`config.mk`:
```
export PLATFORM = sky130hd
export DESIGN_NAME = lrt_core
export DESIGN_NICKNAME = d
export VERILOG_FILES = /design/src/pkg/lrt_pkg.sv /design/src/verilog/lrt_core.sv /design/src/verilog/lrt_pwm.sv
export VERILOG_INCLUDE_DIRS = /design/src /design/src/pkg
export SDC_FILE = /design/constraint.sdc
export NUM_CORES = 1
export LEC_CHECK = 0
export BUFFER_PORTS_ARGS = -buffer_cell sky130_fd_sc_hd__buf_2
export CAP_MARGIN = 20
export CORE_AREA = 4 4 99 172
export DETAILED_ROUTE_END_ITERATION = 12
export DIE_AREA = 0 0 103 176
export GPL_TIMING_DRIVEN = 0
export PLACE_DENSITY = 0.67
export SLEW_MARGIN = 25
export SYNTH_ARGS = -nofsm -noshare
export SYNTH_HDL_FRONTEND = slang
export SYNTH_SLANG_ARGS = --single-unit
```
`constraint.sdc`:
```
create_clock -name i_clk_sys -period 13.3 [get_ports i_clk_sys]
set_input_delay 2.66 -clock i_clk_sys [delete_from_list [all_inputs] [get_ports i_clk_sys]]
set_output_delay 2.66 -clock i_clk_sys [all_outputs]
set_load 0.03 [all_outputs]
```
`src/pkg/lrt_consts.svh`:
```
// Constants for the LRA resonance tracking controller: offsets, fields, resets, timing
`ifndef LRT_CONSTS_SVH
`define LRT_CONSTS_SVH
`define LRT_CLK_HZ 10000000
`define LRT_CLK_NS 100
`define LRT_STARTUP_NS 1170000
`define LRT_PWM_HZ 20500
`define LRT_OL_UNIT_NS 98490
`define LRT_ADDR_FB_CTRL 8'h1a
`define LRT_ADDR_DRIVE_SPAN 8'h1b
`define LRT_ADDR_ZC_WIN 8'h1e
`define LRT_ADDR_FALLBACK 8'h1f
`define LRT_ADDR_FIXED_PER 8'h20
`define LRT_ADDR_RES_PER 8'h22
`define LRT_BIT_ACT_TYPE 7
`define LRT_BIT_FB_EN 5
`define LRT_POS_FAIL_LIM 2
`define LRT_POS_ZC_WIN 0
`define LRT_POS_SPAN 0
`define LRT_POS_FIXED 0
`define LRT_RST_ACT_TYPE 1'h0
`define LRT_RST_FB_EN 1'h0
`define LRT_RST_FAIL_LIM 2'h1
`define LRT_RST_SPAN 5'h13
`define LRT_RST_ZC_WIN 2'h1
`define LRT_RST_FIXED 7'h32
`define LRT_TIMER_MAX 9'h1ff
`define LRT_FAIL_MAX 3'h7
`define LRT_LEVEL_FULL 8'hff
`endif

```
`src/pkg/lrt_pkg.sv`:
```
// Types shared by the LRA resonance tracking controller files
package lrt_pkg;
    typedef enum logic [2:0] {
        LRT_ST_IDLE = 3'b000,
        LRT_ST_STARTUP = 3'b001,
        LRT_ST_STANDBY = 3'b010,
        LRT_ST_TRACK = 3'b011,
        LRT_ST_FALLBACK = 3'b100,
        LRT_ST_OPEN_LOOP = 3'b101
    } lrt_mode_e;

    typedef struct packed {
        logic actuator_type_select;
        logic fallback_enable;
        logic [1:0] sync_fail_cycle_limit;
        logic [4:0] drive_span;
        logic [1:0] zero_cross_window;
        logic [6:0] fixed_drive_period;
    } lrt_cfg_s;

    typedef struct packed {
        logic pos;
        logic neg;
    } lrt_drive_s;
endpackage

```
`src/verilog/lrt_core.sv`:
```
// LRA/ERM resonance tracking control core with register port and drive scheduling
`timescale 1ns/100ps
`include "lrt_consts.svh"
module lrt_core
    import lrt_pkg::*;
#(
    parameter int STARTUP_CYCLES = `LRT_STARTUP_NS / `LRT_CLK_NS,
    parameter int HALF_TICK_CYCLES = (`LRT_OL_UNIT_NS / 2) / `LRT_CLK_NS,
    parameter int PWM_PERIOD = `LRT_CLK_HZ / `LRT_PWM_HZ
) (
    input wire logic i_clk_sys,
    input wire logic i_reset,
    input wire logic i_enable,
    input wire logic i_play,
    input wire logic i_brake,
    input wire logic [7:0] i_amplitude,
    input wire logic i_bemf_valid,
    input wire logic i_bemf_zero_cross,
    input wire logic i_reg_wr,
    input wire logic [7:0] i_reg_addr,
    input wire logic [7:0] i_reg_wdata,
    output logic [7:0] o_reg_rdata,
    output lrt_drive_s o_drive,
    output logic o_synced,
    output logic o_open_loop
);
    localparam int SUW = $clog2(STARTUP_CYCLES + 1);
    localparam int HTW = $clog2(HALF_TICK_CYCLES + 1);

    lrt_cfg_s cfg_r;
    lrt_mode_e mode_r, mode_nxt;
    logic [7:0] res_period_r;
    logic en_d_r;
    logic [SUW-1:0] su_cnt_r;
    logic [HTW-1:0] ht_cnt_r;
    logic ht_tick;
    logic [8:0] half_timer_r;
    logic [8:0] cyc_timer_r;
    logic [8:0] half_meas_r;
    logic half_idx_r;
    logic zc_armed_r;
    logic polarity_r;
    logic first_half_r;
    logic [2:0] fail_cnt_r;
    logic lra_drive;
    logic zc_ok;
    logic timeout;
    logic fail_over;
    logic [8:0] default_half;
    logic [8:0] limit_half;
    logic drive_on;
    logic drive_sign;
    logic [7:0] drive_level;

    // Register writes; 0x22 is read-only so writes there fall through
    always_ff @(posedge i_clk_sys) begin
        if (i_reset) begin
            cfg_r.actuator_type_select <= `LRT_RST_ACT_TYPE;
            cfg_r.fallback_enable <= `LRT_RST_FB_EN;
            cfg_r.sync_fail_cycle_limit <= `LRT_RST_FAIL_LIM;
            cfg_r.drive_span <= `LRT_RST_SPAN;
            cfg_r.zero_cross_window <= `LRT_RST_ZC_WIN;
            cfg_r.fixed_drive_period <= `LRT_RST_FIXED;
        end else if (i_reg_wr) begin
            case (i_reg_addr)
                `LRT_ADDR_FB_CTRL: cfg_r.actuator_type_select <= i_reg_wdata[`LRT_BIT_ACT_TYPE];
                `LRT_ADDR_FALLBACK: begin
                    cfg_r.fallback_enable <= i_reg_wdata[`LRT_BIT_FB_EN];
                    cfg_r.sync_fail_cycle_limit <= i_reg_wdata[`LRT_POS_FAIL_LIM +: 2];
                end
                `LRT_ADDR_DRIVE_SPAN: cfg_r.drive_span <= i_reg_wdata[`LRT_POS_SPAN +: 5];
                `LRT_ADDR_ZC_WIN: cfg_r.zero_cross_window <= i_reg_wdata[`LRT_POS_ZC_WIN +: 2];
                `LRT_ADDR_FIXED_PER: cfg_r.fixed_drive_period <= i_reg_wdata[`LRT_POS_FIXED +: 7];
                default: ;
            endcase
        end
    end

    // Registered read data, one cycle after the address; unmapped reads zero
    always_ff @(posedge i_clk_sys) begin
        if (i_reset) begin
            o_reg_rdata <= 8'h00;
        end else begin
            case (i_reg_addr)
                `LRT_ADDR_FB_CTRL: o_reg_rdata <= {cfg_r.actuator_type_select, 7'h00};
                `LRT_ADDR_FALLBACK: o_reg_rdata <= {2'h0, cfg_r.fallback_enable, 1'h0,
                                                    cfg_r.sync_fail_cycle_limit, 2'h0};
                `LRT_ADDR_DRIVE_SPAN: o_reg_rdata <= {3'h0, cfg_r.drive_span};
                `LRT_ADDR_ZC_WIN: o_reg_rdata <= {6'h00, cfg_r.zero_cross_window};
                `LRT_ADDR_FIXED_PER: o_reg_rdata <= {1'h0, cfg_r.fixed_drive_period};
                `LRT_ADDR_RES_PER: o_reg_rdata <= res_period_r;
                default: o_reg_rdata <= 8'h00;
            endcase
        end
    end

    // Enable edge and startup delay before any drive leaves the stage
    always_ff @(posedge i_clk_sys) begin
        if (i_reset) begin
            en_d_r <= 1'b0;
            su_cnt_r <= '0;
        end else begin
            en_d_r <= i_enable;
            if (mode_r == LRT_ST_STARTUP) begin
                su_cnt_r <= su_cnt_r + 1'b1;
            end else begin
                su_cnt_r <= '0;
            end
        end
    end

    // Half-unit time base: two ticks per 98.49 us unit
    always_ff @(posedge i_clk_sys) begin
        if (i_reset || ht_tick) begin
            ht_cnt_r <= '0;
        end else begin
            ht_cnt_r <= ht_cnt_r + 1'b1;
        end
    end
    assign ht_tick = (ht_cnt_r == HTW'(HALF_TICK_CYCLES - 1));

    // Half-period limits for each drive mode, all in half-unit ticks
    assign default_half = ({3'h0, cfg_r.drive_span, 1'b0} > {6'h00, cfg_r.zero_cross_window, 1'b0}) ?
                          ({3'h0, cfg_r.drive_span, 1'b0} - {6'h00, cfg_r.zero_cross_window, 1'b0}) :
                          9'h001;
    always_comb begin
        limit_half = default_half;
        if (mode_r == LRT_ST_OPEN_LOOP) begin
            limit_half = {2'h0, cfg_r.fixed_drive_period};
        end else if (mode_r == LRT_ST_TRACK && half_meas_r != 9'h000) begin
            limit_half = half_meas_r + {6'h00, cfg_r.zero_cross_window, 1'b0};
        end
    end

    // Tracking only looks at back-EMF; calibration has no path into it
    assign lra_drive = cfg_r.actuator_type_select &&
                       (mode_r == LRT_ST_TRACK || mode_r == LRT_ST_FALLBACK || mode_r == LRT_ST_OPEN_LOOP);
    assign zc_ok = lra_drive && mode_r != LRT_ST_OPEN_LOOP && i_bemf_valid && i_bemf_zero_cross;
    // The tick that ends the half counts, so a limit of n gives exactly n ticks per half
    assign timeout = lra_drive && !zc_ok && ht_tick && ({1'b0, half_timer_r} + 10'h001 >= {1'b0, limit_half});
    assign fail_over = cfg_r.fallback_enable && (fail_cnt_r > {1'b0, cfg_r.sync_fail_cycle_limit});

    // Mode sequencing
    always_comb begin
        mode_nxt = mode_r;
        case (mode_r)
            LRT_ST_IDLE: if (i_enable && !en_d_r) mode_nxt = LRT_ST_STARTUP;
            LRT_ST_STARTUP: if (su_cnt_r == SUW'(STARTUP_CYCLES - 1)) mode_nxt = LRT_ST_STANDBY;
            LRT_ST_STANDBY: if (i_play) mode_nxt = LRT_ST_TRACK;
            LRT_ST_TRACK: begin
                if (fail_over) mode_nxt = LRT_ST_OPEN_LOOP;
                else if (cfg_r.actuator_type_select && !i_bemf_valid) mode_nxt = LRT_ST_FALLBACK;
            end
            LRT_ST_FALLBACK: begin
                if (fail_over) mode_nxt = LRT_ST_OPEN_LOOP;
                else if (i_bemf_valid) mode_nxt = LRT_ST_TRACK;
            end
            LRT_ST_OPEN_LOOP: ; // Stays open loop, no resync, until the waveform ends
            default: mode_nxt = LRT_ST_IDLE;
        endcase
        if (!i_enable) begin
            mode_nxt = LRT_ST_IDLE;
        end else if (!i_play && mode_r > LRT_ST_STANDBY) begin
            mode_nxt = LRT_ST_STANDBY;
        end
    end

    always_ff @(posedge i_clk_sys) begin
        if (i_reset) begin
            mode_r <= LRT_ST_IDLE;
        end else begin
            mode_r <= mode_nxt;
        end
    end

    // Commutation: flip on a valid crossing, or on timeout when no crossing came
    always_ff @(posedge i_clk_sys) begin
        if (i_reset || !lra_drive) begin
            polarity_r <= 1'b0;
            half_timer_r <= 9'h000;
            first_half_r <= 1'b1;
        end else if (zc_ok || timeout) begin
            polarity_r <= !polarity_r;
            half_timer_r <= 9'h000;
            first_half_r <= 1'b0;
        end else if (ht_tick && half_timer_r != `LRT_TIMER_MAX) begin
            half_timer_r <= half_timer_r + 9'h001;
        end
    end

    // Measurement: half period after the first crossing, full period every cycle
    always_ff @(posedge i_clk_sys) begin
        if (i_reset || !lra_drive) begin
            half_meas_r <= 9'h000;
            cyc_timer_r <= 9'h000;
            half_idx_r <= 1'b0;
            zc_armed_r <= 1'b0;
        end else if (zc_ok) begin
            zc_armed_r <= 1'b1;
            half_idx_r <= zc_armed_r ? !half_idx_r : 1'b0;
            if (zc_armed_r) begin
                half_meas_r <= half_timer_r;
            end
            cyc_timer_r <= (zc_armed_r && !half_idx_r) ? cyc_timer_r : 9'h000;
        end else if (timeout) begin
            zc_armed_r <= 1'b0; // Unsynced half spoils the cycle being timed
            half_idx_r <= 1'b0;
            cyc_timer_r <= 9'h000;
        end else if (ht_tick && cyc_timer_r != `LRT_TIMER_MAX) begin
            cyc_timer_r <= cyc_timer_r + 9'h001;
        end
    end

    // Period readout in 98.49 us units, loaded only when a full cycle closes
    always_ff @(posedge i_clk_sys) begin
        if (i_reset) begin
            res_period_r <= 8'h00;
        end else if (zc_ok && zc_armed_r && half_idx_r) begin
            res_period_r <= cyc_timer_r[8:1];
        end
    end

    // Count of unsynchronised half cycles, cleared by any valid crossing
    always_ff @(posedge i_clk_sys) begin
        if (i_reset || mode_r == LRT_ST_STANDBY || zc_ok) begin
            fail_cnt_r <= 3'h0;
        end else if (timeout && fail_cnt_r != `LRT_FAIL_MAX) begin
            fail_cnt_r <= fail_cnt_r + 3'h1;
        end
    end

    // Drive request: overdrive and braking only in closed loop or fallback
    always_comb begin
        drive_on = (mode_r == LRT_ST_TRACK || mode_r == LRT_ST_FALLBACK || mode_r == LRT_ST_OPEN_LOOP);
        drive_sign = cfg_r.actuator_type_select && polarity_r;
        drive_level = i_amplitude;
        if (mode_r == LRT_ST_OPEN_LOOP) begin
            drive_on = drive_on && !i_brake;
        end else if (drive_on && i_brake) begin
            drive_sign = !drive_sign;
            drive_level = `LRT_LEVEL_FULL;
        end else if (drive_on && (first_half_r || mode_r == LRT_ST_FALLBACK)) begin
            drive_level = `LRT_LEVEL_FULL;
        end
    end

    // Status flags for the host
    always_ff @(posedge i_clk_sys) begin
        if (i_reset) begin
            o_synced <= 1'b0;
            o_open_loop <= 1'b0;
        end else begin
            o_synced <= (mode_r == LRT_ST_TRACK) && cfg_r.actuator_type_select && zc_armed_r;
            o_open_loop <= (mode_r == LRT_ST_OPEN_LOOP) || (mode_r == LRT_ST_FALLBACK);
        end
    end

    // Internal PWM carrier feeding the trinary bridge
    lrt_pwm #(
        .PERIOD(PWM_PERIOD)
    ) u_pwm (
        .i_clk_sys(i_clk_sys),
        .i_reset(i_reset),
        .i_enable(drive_on),
        .i_sign(drive_sign),
        .i_level(drive_level),
        .o_drive(o_drive)
    );
endmodule // lrt_core

```
`src/verilog/lrt_pwm.sv`:
```
// Trinary PWM output stage driver: +1, 0 or -1 on the actuator bridge
`timescale 1ns/100ps
`include "lrt_consts.svh"
module lrt_pwm
    import lrt_pkg::*;
#(
    parameter int PERIOD = `LRT_CLK_HZ / `LRT_PWM_HZ
) (
    input wire logic i_clk_sys,
    input wire logic i_reset,
    input wire logic i_enable,
    input wire logic i_sign,
    input wire logic [7:0] i_level,
    output lrt_drive_s o_drive
);
    // One spare bit so a power-of-two period still fits its own width
    localparam int CW = $clog2(PERIOD + 1);
    localparam logic [CW-1:0] LAST = CW'(PERIOD - 1);
    localparam logic [CW-1:0] PER_W = CW'(PERIOD);

    logic [CW-1:0] cnt_r;
    logic [CW+7:0] on_prod;
    logic on_now;

    // Period counter sets the carrier near 20.5 kHz
    always_ff @(posedge i_clk_sys) begin
        if (i_reset || cnt_r == LAST) begin
            cnt_r <= '0;
        end else begin
            cnt_r <= cnt_r + 1'b1;
        end
    end

    // Duty scales with level; zero state between pulses keeps the bridge quiet
    assign on_prod = i_level * PER_W;
    assign on_now = i_enable && (cnt_r < on_prod[CW+7:8]);

    // Three levels: one side high per sign, both low otherwise, never both high
    always_ff @(posedge i_clk_sys) begin
        if (i_reset) begin
            o_drive <= '0;
        end else begin
            o_drive.pos <= on_now && !i_sign;
            o_drive.neg <= on_now && i_sign;
        end
    end
endmodule // lrt_pwm

```
==> reports/metrics.csv <==
metric,value,unit
initial antenna violation count,0,
Seq pwr share,0.389,
chip width,103,um
Switching Share,0.324,
nets@finish,1012,
unrepaired setup endpoints after global routing,no,
vias,5924,
share of cells above drive strength 1,0.0988,
antenna fix cells,0,
synthesized area per cell,8.47,sq um
Crit. End Element,flop,
sequential fraction of the synthesis area,0.306,
Final min period,8270,ps
Synth Register Bits,108,
Final setup viols,0,
GR Overflow Total,0,
crit-path max FO,9,
Pins Over Slew Limit,0,
Setup Buffers After CTS,0,
Crit Path Category,input pin to flop,
CTS buffer count,9,
pre-CTS WS,4600,ps
Hold Startpoint,su_cnt_r[0]$_SDFF_PP0_,
combinational power share,0.294,
Root Driver,clkbuf_16,
post-synth cell types,69,
"commonest non-fill, non-tap cell in the layout",dfxtp_1,
initial DRC count,176,
Max Freq,121,MHz
R2R Setup Slk,6280,ps
leakage power,3.38,nW
final hold vios,0,
# port buffers,40,
hold endpoint,su_cnt_r[0]$_SDFF_PP0_,
post-CTS sizing,0,
worst-case vdd ir drop,53.7,uV
CP Launch Type,input pin,
Synth Instances,835,
most frequent cells in the layout,"dfxtp_1, nor2_1, nand2_1",
clock power share,0.317,
Die Span Y,176,um
reg2reg start,mode_r[2]$_SDFFE_PP0P_,
Synth top area share,0.306,
fin worst setup slack,5030,ps
routed vias/inst,5.49,
HPWL Detailed,13500,um
CTS tree,done,
Die Area,18100,sq um
# fillers,1551,
maxcap violations,0,
Post-synth EDFFs,0,
status,"finished, final reports clean",
TNS Setup,0,ps
Sink Count,108,
clk_skew,8.34,ps
total track usage,0.192,
DRC,0,
NetSw,273,uW
vias in the first global route,5989,
Worst Path Arrival,8540,ps
Post-Syn Area,7070,sq um
Worst R2R Path Depth,27,
Hold Crit Class,flop to flop,
Slew Limit Headroom,0.368,
synth top area cells,"dfxtp_1, ha_1, fa_1",
post-layout power,842,uW
worst r2r dst,u_pwm.o_drive[1]$_SDFF_PP0_,
number of detailed-route iterations in the first pass,5,
PwrDens,108,nW/um^2
final WL,16700,um
Synth async-reset ratio,0,
Final Wtd Congestion,0.925,
Ports,44,
core area,15700,sq um
actual slew at the worst max-slew pin,941,ps
WL per Instance,15.5,um
Initial Util,0.450,
Mapped Nets,961,
CP max-delay cell,fa_1,
Slowest Stage Delay on Critical Path,530,ps
Final period util,0.622,
WP data required,13570,ps
Worst Hold Depth,1,
Power Internal,569,uW
clock slew seen by the registers of the worst setup and hold paths,80,ps
CTS HTree Levels,3,
first-pass GRT wire length,27800,um
largest net degree at the start of global routing,21,
Longest Clk Path Bufs,2,
Yosys warnings,0,
area grow syn2layout,10.3,%
Most used DFF post-synth,dfxtp_1,
Critical Path Most Common Cell,inv_1,
Post-DRT Antenna Nets,0,
Synth area leader,dfxtp_1,
hold buffer count at CTS,0,
count of standard-cell rows,61,
Worst-Skew Late Latency,350,ps
layer usage:
layer | GRT usage | share of wire | vias to the layer above
met5 | 0 | 0 | -
met4 | 0.0983 | 0.044 | 0
met3 | 0.0233 | 0.030 | 45
met2 | 0.355 | 0.54 | 106
met1 | 0.205 | 0.39 | 2761
li1 | - | - | 3012
Yosys cell counts (3+ instances only):
master,instances
dfxtp_1,108
nor2_1,106
nand2_1,81
ha_1,74
inv_1,63
nand3_1,52
a21oi_1,36
xor2_1,31
xnor2_1,27
and3_1,20
fa_1,20
mux2i_1,20
o21ai_0,18
nand4_1,15
clkbuf_1,11
a211o_1,9
nor3_1,9
or2_2,9
a31oi_1,8
buf_2,7
a21o_1,6
mux2_2,6
nor2b_1,6
or3_1,6
nand4b_1,5
nor4_1,5
o211ai_1,5
a22oi_1,4
nand2b_1,4
nor3b_1,4
o21ai_1,4
a211oi_1,3
a41oi_1,3
and2_1,3
o22ai_1,3
o311ai_0,3
or3b_2,3
flip-flops by register name (all words and copies together), names as in the netlist, 3 cells and up:
name / cells
o_reg_rdata: 8
half_meas_r: 9
res_period_r: 8
ht_cnt_r: 9
cyc_timer_r: 9
half_timer_r: 9
fail_cnt_r: 3
su_cnt_r: 14
cfg_r: 18
u_pwm.cnt_r: 9
mode_r: 3
critical path: cells and delay by family:
family | cells | cell delay (ps)
compound gates | 6 | 1650
xor+xnor | 1 | 170
fa+ha+maj | 6 | 2300
buf+inv | 5 | 390
simple gates | 9 | 1390
per-stage QoR:
| stage | utilization | cells | instance area (sq um) | hold slack [ps] |
|---|---|---|---|---|
| global placement | 0.478 | 1064 | 7510 | 446 |
| floorplan | - | 835 | 7070 | 430 |
| detailed placement | 0.478 | 1064 | 7510 | 457 |
| global route | 0.496 | 1080 | 7800 | 505 |
| finish | 0.496 | 1080 | 7800 | 471 |
| CTS | 0.496 | 1080 | 7800 | 475 |
how the worst max path moves through the flow:
stage / startpoint / endpoint / slack [ps]
6_report: i_brake / u_pwm.o_drive[1]$_SDFF_PP0_ / 5030
3_5_place_dp: i_brake / u_pwm.o_drive[1]$_SDFF_PP0_ / 4600
2_1_floorplan: i_brake / u_pwm.o_drive[1]$_SDFF_PP0_ / 5450
4_1_cts: i_brake / u_pwm.o_drive[1]$_SDFF_PP0_ / 4930
5_1_grt: i_brake / u_pwm.o_drive[1]$_SDFF_PP0_ / 4620
3_3_place_gp: i_brake / u_pwm.o_drive[1]$_SDFF_PP0_ / 4650
logic make-up after synthesis:
logic type / share of synthesized area
xor gates and xnor gates: 0.0718
DFF: 0.306
buffers and inverters: 0.0504
AOI/OAI and AO/OA: 0.113
and+or+nand+nor: 0.233
muxes: 0.0379
adders and majority gates: 0.188
layout make-up:
class,instances,area (sq um),area share
multi-input combinational,640,4550,0.584
tap,189,236,0.0303
buffer,23,116,0.0149
timing repair buffer,40,200,0.0256
inverter,64,240,0.0308
clock buffer,9,225,0.0289
sequential,108,2160,0.277
clock inverter,7,70.1,0.00898
power by group through the flow:
stage / combinational [mW] / clock (mW) / sequential [mW]
5_1_grt: 0.288 / 0.284 / 0.328
3_5_place_dp: 0.249 / 0 / 0.335
4_1_cts: 0.252 / 0.274 / 0.328
2_1_floorplan: 0.194 / 0 / 0.335
6_report: 0.248 / 0.267 / 0.328
3_3_place_gp: 0.242 / 0 / 0.335
No activity file was read; power rests on OpenSTA's default activity.
